$ cat src/common/cvsd_pkg.sv
package cvsd_pkg;

    // system clock
    localparam int CLK_PERIOD_PS = 5000;

    // bit clock pulse widths, in ns
    localparam int BCLK_HIGH_MIN_NS = 300;
    localparam int BCLK_LOW_MIN_NS = 900;

    // least times round up to whole cycles
    localparam int BCLK_HIGH_MIN_CYC =
        (BCLK_HIGH_MIN_NS * 1000 + CLK_PERIOD_PS - 1) / CLK_PERIOD_PS;
    localparam int BCLK_LOW_MIN_CYC = (BCLK_LOW_MIN_NS * 1000 + CLK_PERIOD_PS - 1) / CLK_PERIOD_PS;

    localparam int WIDTH_CNT = 8;

    // bit history
    localparam int HIST_LEN = 3;
    localparam logic [HIST_LEN-1:0] HIST_RST = 3'h2;
    localparam logic SERIAL_RST = 1'h1;
    localparam logic POLARITY_RST = 1'h0;

    // stream fifo word: {coincidence, encode_mode, bit}
    localparam int FIFO_WIDTH = 3;
    localparam int FIFO_DEPTH = 32;
    localparam int WORD_BIT = 0;
    localparam int WORD_MODE = 1;
    localparam int WORD_COIN = 2;

    // bit clock edge qualifier states
    typedef enum logic [1:0] {
        CVSD_WAIT_LOW = 2'b01,
        CVSD_WAIT_HIGH = 2'b10
    } cvsd_edge_st_t;

endpackage : cvsd_pkg

$ cat src/cvsd_bit_logic.sv
`timescale 1ns/1ps

// What this block does
// coincidence low when history all equal
// history advances only on bit clock fall
// encode select high loads comparator decision
// encode select low loads serial data input
// serial output updates on bit clock fall
// encode: output low when signal above feedback
// decode: output is inverse of data
// integrator charges on one, else discharges
// output looped to input toggles every clock
// one bit per bit clock cycle
// controller forces patterns via select low, data
// idle encoder gives alternating one-zero stream
// new bit enters stage one, oldest dropped
module cvsd_bit_logic (
    input wire logic clk_i,
    input wire logic rst_i,
    input wire logic ce_i,
    input wire logic bit_clk_i,
    input wire logic encode_sel_i,
    input wire logic comp_above_i,
    input wire logic data_i,
    output logic serial_o,
    output logic integrating_current_o,
    input wire logic coin_pin_i,
    output logic coin_out_o,
    output logic coin_oe_o,
    output logic coin_seen_o,
    output logic [cvsd_pkg::HIST_LEN-1:0] history_o,
    output logic bit_valid_o,
    input wire logic bit_ready_i,
    output logic [cvsd_pkg::FIFO_WIDTH-1:0] bit_word_o,
    output logic overrun_o
);

    typedef struct packed {
        logic bclk_m;
        logic bclk_s;
        logic sel_m;
        logic sel_s;
        logic comp_m;
        logic comp_s;
        logic data_m;
        logic data_s;
        logic pin_m;
        logic pin_s;
        cvsd_pkg::cvsd_edge_st_t edge_st;
        logic [cvsd_pkg::WIDTH_CNT-1:0] cnt;
        logic [cvsd_pkg::HIST_LEN-1:0] hist;
        logic serial;
        logic polarity;
        logic coin;
        logic push;
        logic [cvsd_pkg::FIFO_WIDTH-1:0] word;
        logic overrun;
    } cvsd_st_t;

    cvsd_st_t st_q;
    cvsd_st_t st_d;
    logic fifo_ready;
    logic bit_fall;
    logic new_bit;
    logic [cvsd_pkg::HIST_LEN-1:0] hist_next;
    logic coin_next;

    localparam logic [cvsd_pkg::WIDTH_CNT-1:0] HIGH_MIN =
        cvsd_pkg::WIDTH_CNT'(cvsd_pkg::BCLK_HIGH_MIN_CYC);
    localparam logic [cvsd_pkg::WIDTH_CNT-1:0] LOW_MIN =
        cvsd_pkg::WIDTH_CNT'(cvsd_pkg::BCLK_LOW_MIN_CYC);
    localparam logic [cvsd_pkg::WIDTH_CNT-1:0] CNT_MAX = '1;

    // start values: history, serial and polarity from the package, all else idle
    localparam cvsd_st_t ST_RST = '{
        bclk_m: 1'b0,
        bclk_s: 1'b0,
        sel_m: 1'b0,
        sel_s: 1'b0,
        comp_m: 1'b0,
        comp_s: 1'b0,
        data_m: 1'b0,
        data_s: 1'b0,
        pin_m: 1'b0,
        pin_s: 1'b0,
        edge_st: cvsd_pkg::CVSD_WAIT_LOW,
        cnt: '0,
        hist: cvsd_pkg::HIST_RST,
        serial: cvsd_pkg::SERIAL_RST,
        polarity: cvsd_pkg::POLARITY_RST,
        coin: 1'b0,
        push: 1'b0,
        word: '0,
        overrun: 1'b0
    };

    function automatic logic cvsd_all_same(
        input logic [cvsd_pkg::HIST_LEN-1:0] h
    );
        logic ones;
        logic zeros;
        ones = &h;
        zeros = ~|h;
        cvsd_all_same = ones || zeros;
    endfunction : cvsd_all_same

    // newest bit enters stage one, the oldest stage falls out
    function automatic logic [cvsd_pkg::HIST_LEN-1:0] cvsd_shift(
        input logic [cvsd_pkg::HIST_LEN-1:0] h,
        input logic b
    );
        cvsd_shift = {h[cvsd_pkg::HIST_LEN-2:0], b};
    endfunction : cvsd_shift

    function automatic logic [cvsd_pkg::FIFO_WIDTH-1:0] cvsd_pack_word(
        input logic coin,
        input logic mode,
        input logic bit_val
    );
        cvsd_pack_word = '0;
        cvsd_pack_word[cvsd_pkg::WORD_BIT] = bit_val;
        cvsd_pack_word[cvsd_pkg::WORD_MODE] = mode;
        cvsd_pack_word[cvsd_pkg::WORD_COIN] = coin;
    endfunction : cvsd_pack_word

    // the selected bit is the sense "signal above feedback" or the data level
    assign new_bit = st_q.sel_s ? st_q.comp_s : st_q.data_s;
    assign hist_next = cvsd_shift(st_q.hist, new_bit);
    assign coin_next = cvsd_all_same(hist_next);

    always_comb begin
        st_d = st_q;
        bit_fall = 1'b0;
        st_d.push = 1'b0;
        // each sampled pin (bit clock, select, comparator, data, coincidence) passes two flops before anything reads it
        st_d.bclk_m = bit_clk_i;
        st_d.bclk_s = st_q.bclk_m;
        st_d.sel_m = encode_sel_i;
        st_d.sel_s = st_q.sel_m;
        st_d.comp_m = comp_above_i;
        st_d.comp_s = st_q.comp_m;
        st_d.data_m = data_i;
        st_d.data_s = st_q.data_m;
        st_d.pin_m = coin_pin_i;
        st_d.pin_s = st_q.pin_m;
        // saturate so a long idle phase still counts as wide enough
        if (st_q.cnt != CNT_MAX) begin
            st_d.cnt = st_q.cnt + 1'b1;
        end
        // a bit clock phase shorter than its minimum width is a glitch and is ignored
        case (st_q.edge_st)
            cvsd_pkg::CVSD_WAIT_HIGH: begin
                if (!st_q.bclk_s) begin
                    st_d.cnt = '0;
                    if (st_q.cnt >= HIGH_MIN) begin
                        st_d.edge_st = cvsd_pkg::CVSD_WAIT_LOW;
                        bit_fall = 1'b1;
                    end
                end
            end
            cvsd_pkg::CVSD_WAIT_LOW: begin
                if (st_q.bclk_s) begin
                    st_d.cnt = '0;
                    if (st_q.cnt >= LOW_MIN) begin
                        st_d.edge_st = cvsd_pkg::CVSD_WAIT_HIGH;
                    end
                end
            end
            default: begin
                st_d.edge_st = cvsd_pkg::CVSD_WAIT_LOW;
                st_d.cnt = '0;
            end
        endcase
        if (bit_fall) begin
            st_d.hist = hist_next;
            // output is the inverted decision in both modes
            st_d.serial = !new_bit;
            st_d.polarity = new_bit;
            st_d.coin = coin_next;
            st_d.word = cvsd_pack_word(coin_next, st_q.sel_s, new_bit);
            st_d.push = 1'b1;
        end
        // judged when the fifo sees the word, so a pop just before still saves it
        if (st_q.push && !fifo_ready) begin
            st_d.overrun = 1'b1;
        end
    end

    always_ff @(posedge clk_i) begin
        if (rst_i) begin
            st_q <= ST_RST;
        end else if (ce_i) begin
            st_q <= st_d;
        end
    end

    // a word pushed while full is lost; the sticky overrun flag records it
    cvsd_fifo #(
        .WIDTH(cvsd_pkg::FIFO_WIDTH),
        .DEPTH(cvsd_pkg::FIFO_DEPTH)
    ) u_fifo (
        .clk_i(clk_i),
        .rst_i(rst_i),
        .ce_i(ce_i),
        .in_valid_i(st_q.push),
        .in_ready_o(fifo_ready),
        .in_data_i(st_q.word),
        .out_valid_o(bit_valid_o),
        .out_ready_i(bit_ready_i),
        .out_data_o(bit_word_o)
    );

    assign serial_o = st_q.serial;
    assign integrating_current_o = st_q.polarity;
    assign history_o = st_q.hist;
    // open-drain: drive low only while coincident
    assign coin_out_o = 1'b0;
    assign coin_oe_o = st_q.coin;
    // read-back of the shared line, after two flops
    assign coin_seen_o = st_q.pin_s;
    assign overrun_o = st_q.overrun;

endmodule : cvsd_bit_logic

$ cat src/cvsd_fifo.sv
`timescale 1ns/1ps

module cvsd_fifo #(
    parameter int WIDTH = 3,
    parameter int DEPTH = 32
) (
    input wire logic clk_i,
    input wire logic rst_i,
    input wire logic ce_i,
    input wire logic in_valid_i,
    output logic in_ready_o,
    input wire logic [WIDTH-1:0] in_data_i,
    output logic out_valid_o,
    input wire logic out_ready_i,
    output logic [WIDTH-1:0] out_data_o
);

    localparam int AW = $clog2(DEPTH);

    typedef struct packed {
        logic [AW:0] wr;
        logic [AW:0] rd;
    } cvsd_fifo_st_t;

    cvsd_fifo_st_t st_q;
    cvsd_fifo_st_t st_d;
    logic [WIDTH-1:0] mem [DEPTH];
    logic push;
    logic pop;
    logic full;
    logic empty;

    assign full = (st_q.wr[AW] != st_q.rd[AW]) && (st_q.wr[AW-1:0] == st_q.rd[AW-1:0]);
    assign empty = (st_q.wr == st_q.rd);
    assign in_ready_o = !full;
    assign out_valid_o = !empty;
    assign out_data_o = mem[st_q.rd[AW-1:0]];
    assign push = ce_i && in_valid_i && !full;
    assign pop = ce_i && out_ready_i && !empty;

    always_comb begin
        st_d = st_q;
        if (push) begin
            st_d.wr = st_q.wr + 1'b1;
        end
        if (pop) begin
            st_d.rd = st_q.rd + 1'b1;
        end
    end

    always_ff @(posedge clk_i) begin
        if (rst_i) begin
            st_q <= '0;
        end else begin
            st_q <= st_d;
        end
    end

    always_ff @(posedge clk_i) begin
        if (push) begin
            mem[st_q.wr[AW-1:0]] <= in_data_i;
        end
    end

endmodule : cvsd_fifo

$ cat config.mk
export PLATFORM = sky130hd
export DESIGN_NAME = cvsd_bit_logic
export DESIGN_NICKNAME = d
export VERILOG_FILES = /design/src/common/cvsd_pkg.sv /design/src/cvsd_bit_logic.sv /design/src/cvsd_fifo.sv
export SDC_FILE = /design/constraint.sdc
export NUM_CORES = 1
export LEC_CHECK = 0
export BUFFER_PORTS_ARGS = -buffer_cell sky130_fd_sc_hd__buf_2
export CAP_MARGIN = 20
export CORE_MARGIN = 4
export CORE_UTILIZATION = 61
export DETAILED_ROUTE_END_ITERATION = 7
export GPL_ROUTABILITY_DRIVEN = 0
export PLACE_DENSITY = 0.84
export SLEW_MARGIN = 20
export SYNTH_ARGS = -nofsm -noshare
export SYNTH_HDL_FRONTEND = slang
export SYNTH_SLANG_ARGS = --single-unit
export TNS_END_PERCENT = 10
$ cat constraint.sdc
create_clock -name clk_i -period 6.4 [get_ports clk_i]
set_input_delay 0.96 -clock clk_i [delete_from_list [all_inputs] [get_ports clk_i]]
set_output_delay 0.96 -clock clk_i [all_outputs]
set_load 0.005 [all_outputs]
# Word level (Yosys, flattened, before mapping)
# Memory sizes are Yosys's and may differ from the RTL's. A register that Yosys moved wholly into a read port is not among the register bits.
# Cells that the tools add are included.
[classes]
add_sub_neg = 3
n_lt_le_gt_ge = 2
eq_ne = 10
n_mux = 15
n_reduce_logical = 16
[ops]
columns = ["operator", "n"]
rows = [
  ["$mux W10", 2],
  ["$pmux W10 S2", 1],
  ["$add A6 B1 Y6 const B", 2],
  ["$mux W5", 2],
  ["$add A8 B1 Y8 const B", 1],
  ["$ge A8 B6 Y1 const B", 1],
  ["$ge A8 B8 Y1 const B", 1],
  ["$mux W8", 1],
  ["$ne A2 B2 Y1 const B", 4],
  ["$ne A8 B8 Y1 const B", 1],
  ["$eq A6 B6 Y1", 1],
  ["$logic_and A1 B1 Y1", 6],
  ["$mux W1", 6],
  ["$eq A5 B5 Y1", 1],
  ["$reduce_and A5 Y1", 1],
  ["$logic_not A1 Y1", 4],
  ["$mux W2", 2],
  ["$mux W4", 1],
  ["$reduce_and A2 Y1", 2],
  ["$reduce_and A3 Y1", 1],
  ["$reduce_or A3 Y1", 1],
  ["$eq A2 B1 Y1 const B", 1],
  ["$eq A2 B2 Y1 const B", 1],
  ["$logic_or A1 B1 Y1", 1],
  ["$ne A1 B1 Y1", 1],
]
[word_totals]
ff_bits = 43
ramBits = 96
inputBits = 9
output_inout_bits = 13
word_cells = 68
mem_count = 1
[mem_list]
columns = ["memory", "words", "width", "rd", "rd_clocked_by_memory_dff", "write_ports", "line", "text"]
rows = [
  ["u_fifo.mem", 32, 3, 1, 1, 1, "cvsd_fifo.sv:27", "logic [WIDTH-1:0] mem [DEPTH];"],
]

# Logic depth before layout (Yosys ltp)
[logic_depth]
depth_word = 6
depth_mapped = 7
ltp_nobuf = 6

# By module
# Synthesis repeated with hierarchy kept, for this count alone.
[unflattened]
hier_cells = 409
area_unflattened_um2 = 5899.4
[modules_own_cells]
columns = ["module", "instances", "cells_each", "area_each_um2"]
rows = [
  ["cvsd_fifo", 1, 268, 4616.9],
  ["cvsd_bit_logic", 1, 141, 1282.5],
]

# Worst setup path after synthesis
# OpenSTA, ideal clock, no wires.
[synth_timing]
path_kind = "reg2out"
startpoint = "register (tool-made name)"
endpoint = "output bit_word_o[0] (netlist name)"
arrival_ns = 1.912
slack_ns = 3.528
path_stages_with_launch = 6
path_buffers = 2
cell_sequence = "dfxtp_1 -> clkbuf_1 -> clkbuf_1 -> mux4_2 -> mux4_2 -> mux2_2"
[synth_lines]
columns = ["item", "line", "text"]
rows = [
  ["end, declared", "cvsd_bit_logic.sv:34", "output logic [cvsd_pkg::FIFO_WIDTH-1:0] bit_word_o,"],
]

==> run summary <==
### Drt
* **Via-to-Cell Ratio** 6.08
* **remaining antenna violation count after routing** 0
* **routed wire length per instance** 21.3 µm
* **Post-route DRC** 0
* **total via count after detailed routing** 3466
* **drt first-iter violations** 336
* **Final Routed Wirelength** 12200 µm
* **router iterations before antenna repair** 5

### Yosys
* **count of flip-flops with a built-in enable after synthesis** 96
* **flip-flop cell with the highest count after synthesis** sky130_fd_sc_hd__edfxtp_1
* **Net Count, Synth** 426
* **count of yosys warnings during synthesis** 0
* **number of distinct library cells after synthesis** 41
* **Post-Synth Adder-Cell Area** 1.92%
* **fraction of post-synthesis cell area in the top cell type by area** 49.2%
* **dominant combinational cell family by area after synthesis** multiplexers
* **total of flip-flops plus latches after synthesis** 141
* **Synth Cell Area** 5860 µm²
* **leading area contributor after synthesis** sky130_fd_sc_hd__edfxtp_1
* **leading cell types by count after synthesis** sky130_fd_sc_hd__edfxtp_1, sky130_fd_sc_hd__nor2_1, sky130_fd_sc_hd__dfxtp_1
* **mux cell area share after synthesis** 15.6%
* **complex-gate fraction of the synthesized area** 3.41%
* **cell types with the largest area share after synthesis** sky130_fd_sc_hd__edfxtp_1, sky130_fd_sc_hd__dfxtp_1, sky130_fd_sc_hd__mux4_2
* **number of cells produced by synthesis** 408
* **asr flop ratio synth** 0%
* **Avg Synthesized Cell Area** 14.4 µm²
* **simple logic cell fraction of the synthesized area** 9.54%
* **most frequent cell after synthesis** sky130_fd_sc_hd__edfxtp_1
* **share of synthesized area occupied by flip-flops and latches** 64.5%
* **xor/xnor cell area share of the yosys netlist** 2.24%

### Clocking
* **number of H-tree branching levels** 4
* **clock tree from TritonCTS** yes
* **number of buffers created by CTS** 17
* **clock input transition at the sequential cells of the worst setup and hold paths** 60 ps
* **Resized Gates After CTS** 0
* **clock insertion delay at the later pin of the skew report** 520 ps
* **maximum count of clock buffers along a single path** 2
* **number of sinks on the clock net** 141
* **master cell of the clock root buffer** sky130_fd_sc_hd__clkbuf_8
* **hold buffer count at cts** 0
* **post-CTS setup-driven buffer insertion count** 0

### Worst setup path
* **Worst R2R Setup Slack** 3760 ps
* **R2R Path End** u_fifo.mem[25][1]
* **ordered list of cells on the worst path** buf_4 > mux4_2 > mux4_2 > mux2_2 > buf_2
* **Max FO, Critical Path** 24
* **combined buffer and inverter count along the critical path** 2
* **CP required** 5440 ps
* **depth of the most critical reg-to-reg path** 5
* **CP Data Arrival Time** 2760 ps
* **R2R Path Start** u_fifo.st_q[9]
* **Worst Setup End Kind** output pin
* **most frequent CP cell** sky130_fd_sc_hd__mux4_2
* **CP Launch Type** register
* **cell class contributing the biggest share of worst-path delay** multiplexers
* **kind of critical path** register to output pin
* **cell with the biggest individual delay on the critical path** sky130_fd_sc_hd__mux4_2
* **largest incremental delay on the critical path** 610 ps

### STA
* **worst hold slack across all endpoints** 483 ps
* **final number of hold-violating endpoints** 0
* **worst slew margin relative to its limit** 57.0%
* **pins over their slew limit** 0
* **final setup violating endpoints** 0
* **Final period util** 58.1%
* **Period minus WS final** 3720 ps
* **Fin Clk Skew** 8.36 ps
* **f_max** 269 MHz
* **unrepaired setup endpoints after global routing** no
* **sum of negative setup slack** 0 ps
* **measured slew at the worst slew-check pin** 645 ps

### Worst hold path
* **startpoint of the tightest hold check path** st_q[12]
* **Worst Hold End** st_q[12]
* **hold path depth** 2
* **path category of the worst min-delay check** register to register

### Layout
* **finished layout cell area** 6670 µm²
* **number of filler cells placed in the layout** 603
* **total inserted antenna cells** 0
* **P&R area growth vs syn** 13.7%
* **layout cell share with drive strength beyond 1** 21.1%
* **final layout net count** 446

### Power and ir drop
* **Switching Share** 19.2%
* **clock network fraction of design power** 51.4%
* **LEAKAGE** 0.00259 µW
* **switching power summed over all nets** 392 µW
* **total power per unit cell area** 306 nW/µm²
* **internal power summed over all cells** 1650 µW
* **Design Power** 2040 µW
* **combinational share of power** 1.1%
* **peak supply drop** 0.000197 V
* **Reg power frac** 47.5%

### Placed design
* **port buffer count** 20
* **HPWL after DPL** 7640 µm
* **Cell Area, Placed** 6030 µm²

### Global route
* **number of antenna violations at the first check in global routing** 0
* **final global-route overflow total** 0
* **gr usage total** 23.8%
* **wire length of the first global-routing pass** 19600 µm
* **via count of the first global-routing pass** 3468
* **maximum number of pins on one net before global-route repair** 37

### Floorplanning
* **vertical extent of the die** 106 µm
* **I/O pin cnt** 22
* **die outline area** 11200 µm²
* **Starting Density** 63.2%
* **core area** 9280 µm²
* **Row Count** 35
* **floorplan die width** 106 µm

### Outcome
* **status** completed

### Flow run
* **maximum capacitance violations** 0

[layout by cell type (no fill, tap or decap), types with 7 or more instances in the layout]
master / synthesis / routed
sky130_fd_sc_hd__ha_1: 9 / 9
sky130_fd_sc_hd__buf_2: 1 / 20
sky130_fd_sc_hd__xor2_1: 8 / 8
sky130_fd_sc_hd__nor2_1: 71 / 71
sky130_fd_sc_hd__inv_1: 11 / 11
sky130_fd_sc_hd__xnor2_1: 7 / 7
sky130_fd_sc_hd__nand3_1: 8 / 8
sky130_fd_sc_hd__dfxtp_1: 45 / 43
sky130_fd_sc_hd__edfxtp_1: 96 / 96
sky130_fd_sc_hd__nand2_1: 18 / 18
sky130_fd_sc_hd__mux2i_1: 17 / 17
sky130_fd_sc_hd__clkbuf_16: 0 / 16
sky130_fd_sc_hd__a21oi_1: 13 / 13
sky130_fd_sc_hd__mux4_2: 30 / 30
[logic make-up (layout without fill, tap and decap cells)]
kind of cell,Yosys count,in the layout
and+or+nand+nor,125,125
adders and majority gates,9,9
other,1,1
AOI/OAI and AO/OA,31,31
buffers and inverters,33,66
muxes,53,53
DFF,141,141
xor gates and xnor gates,15,15
[metal layers]
| layer | vias up | share of wire [%] | track usage [%] |
|---|---|---|---|
| met3 | 21 | 7.4 | 6.56 |
| met4 | 0 | 2.0 | 9.07 |
| met5 | - | 0 | 0 |
| li1 | 1548 | - | - |
| met1 | 1737 | 41 | 31.9 |
| met2 | 160 | 49 | 37.4 |
[worst max path at each step]
stage / start / endpoint / slack, ps / cells past startpoint
2_1_floorplan: register / bit_word_o[0] / 3530 / 5
3_3_place_gp: register / bit_word_o[2] / 3220 / 4
3_5_place_dp: register / bit_word_o[2] / 3070 / 4
4_1_cts: register / bit_word_o[2] / 2510 / 4
5_1_grt: register / bit_word_o[2] / 2520 / 5
6_report: register / bit_word_o[2] / 2680 / 5
[worst register-to-register path: stages (launching register included)]
cell and delay, ps:
sky130_fd_sc_hd__dfxtp_1 540, sky130_fd_sc_hd__xnor2_1 180, sky130_fd_sc_hd__and3_1 260, sky130_fd_sc_hd__a21oi_1 480, sky130_fd_sc_hd__nand2_1 430, sky130_fd_sc_hd__nor2_1 420
[sequential cells by signal, summed over array words and instances (netlist names), 3 cells and up, named ones only]
| name | cells |
|---|---|
| st_q | 16 |
| u_fifo.mem | 96 |
| u_fifo.st_q | 12 |
| st_d | 5 |
| history_o | 3 |
[area by class of cell]
class / count / area [µm²] / area share [%]
flip-flops and latches: 141 / 3790 / 56.8
multi-input cells: 234 / 1920 / 28.8
clock buffers: 18 / 418 / 6.27
clock inverters: 14 / 218 / 3.27
well taps: 129 / 161 / 2.42
repair buffers: 23 / 123 / 1.84
inverters: 11 / 41.3 / 0.619
[stage by stage]
stage / worst slack, ps / std cells / util (%)
after floorplan: 3530 / 408 / -
after global placement: 3220 / 538 / 64.9
after detailed placement: 3070 / 538 / 64.9
after CTS: 2510 / 570 / 71.8
after global routing: 2520 / 570 / 71.8
final: 2680 / 570 / 71.8
[power groups by stage]
stage	clock (µW)	sequential [µW]	combinational, µW
after floorplan	0	987	17.5
after global placement	0	987	21.6
after detailed placement	0	987	22.4
after CTS	1050	968	22.9
after global routing	1110	968	25.8
final	1050	968	22.7
(Power assumes the default switching activity.)
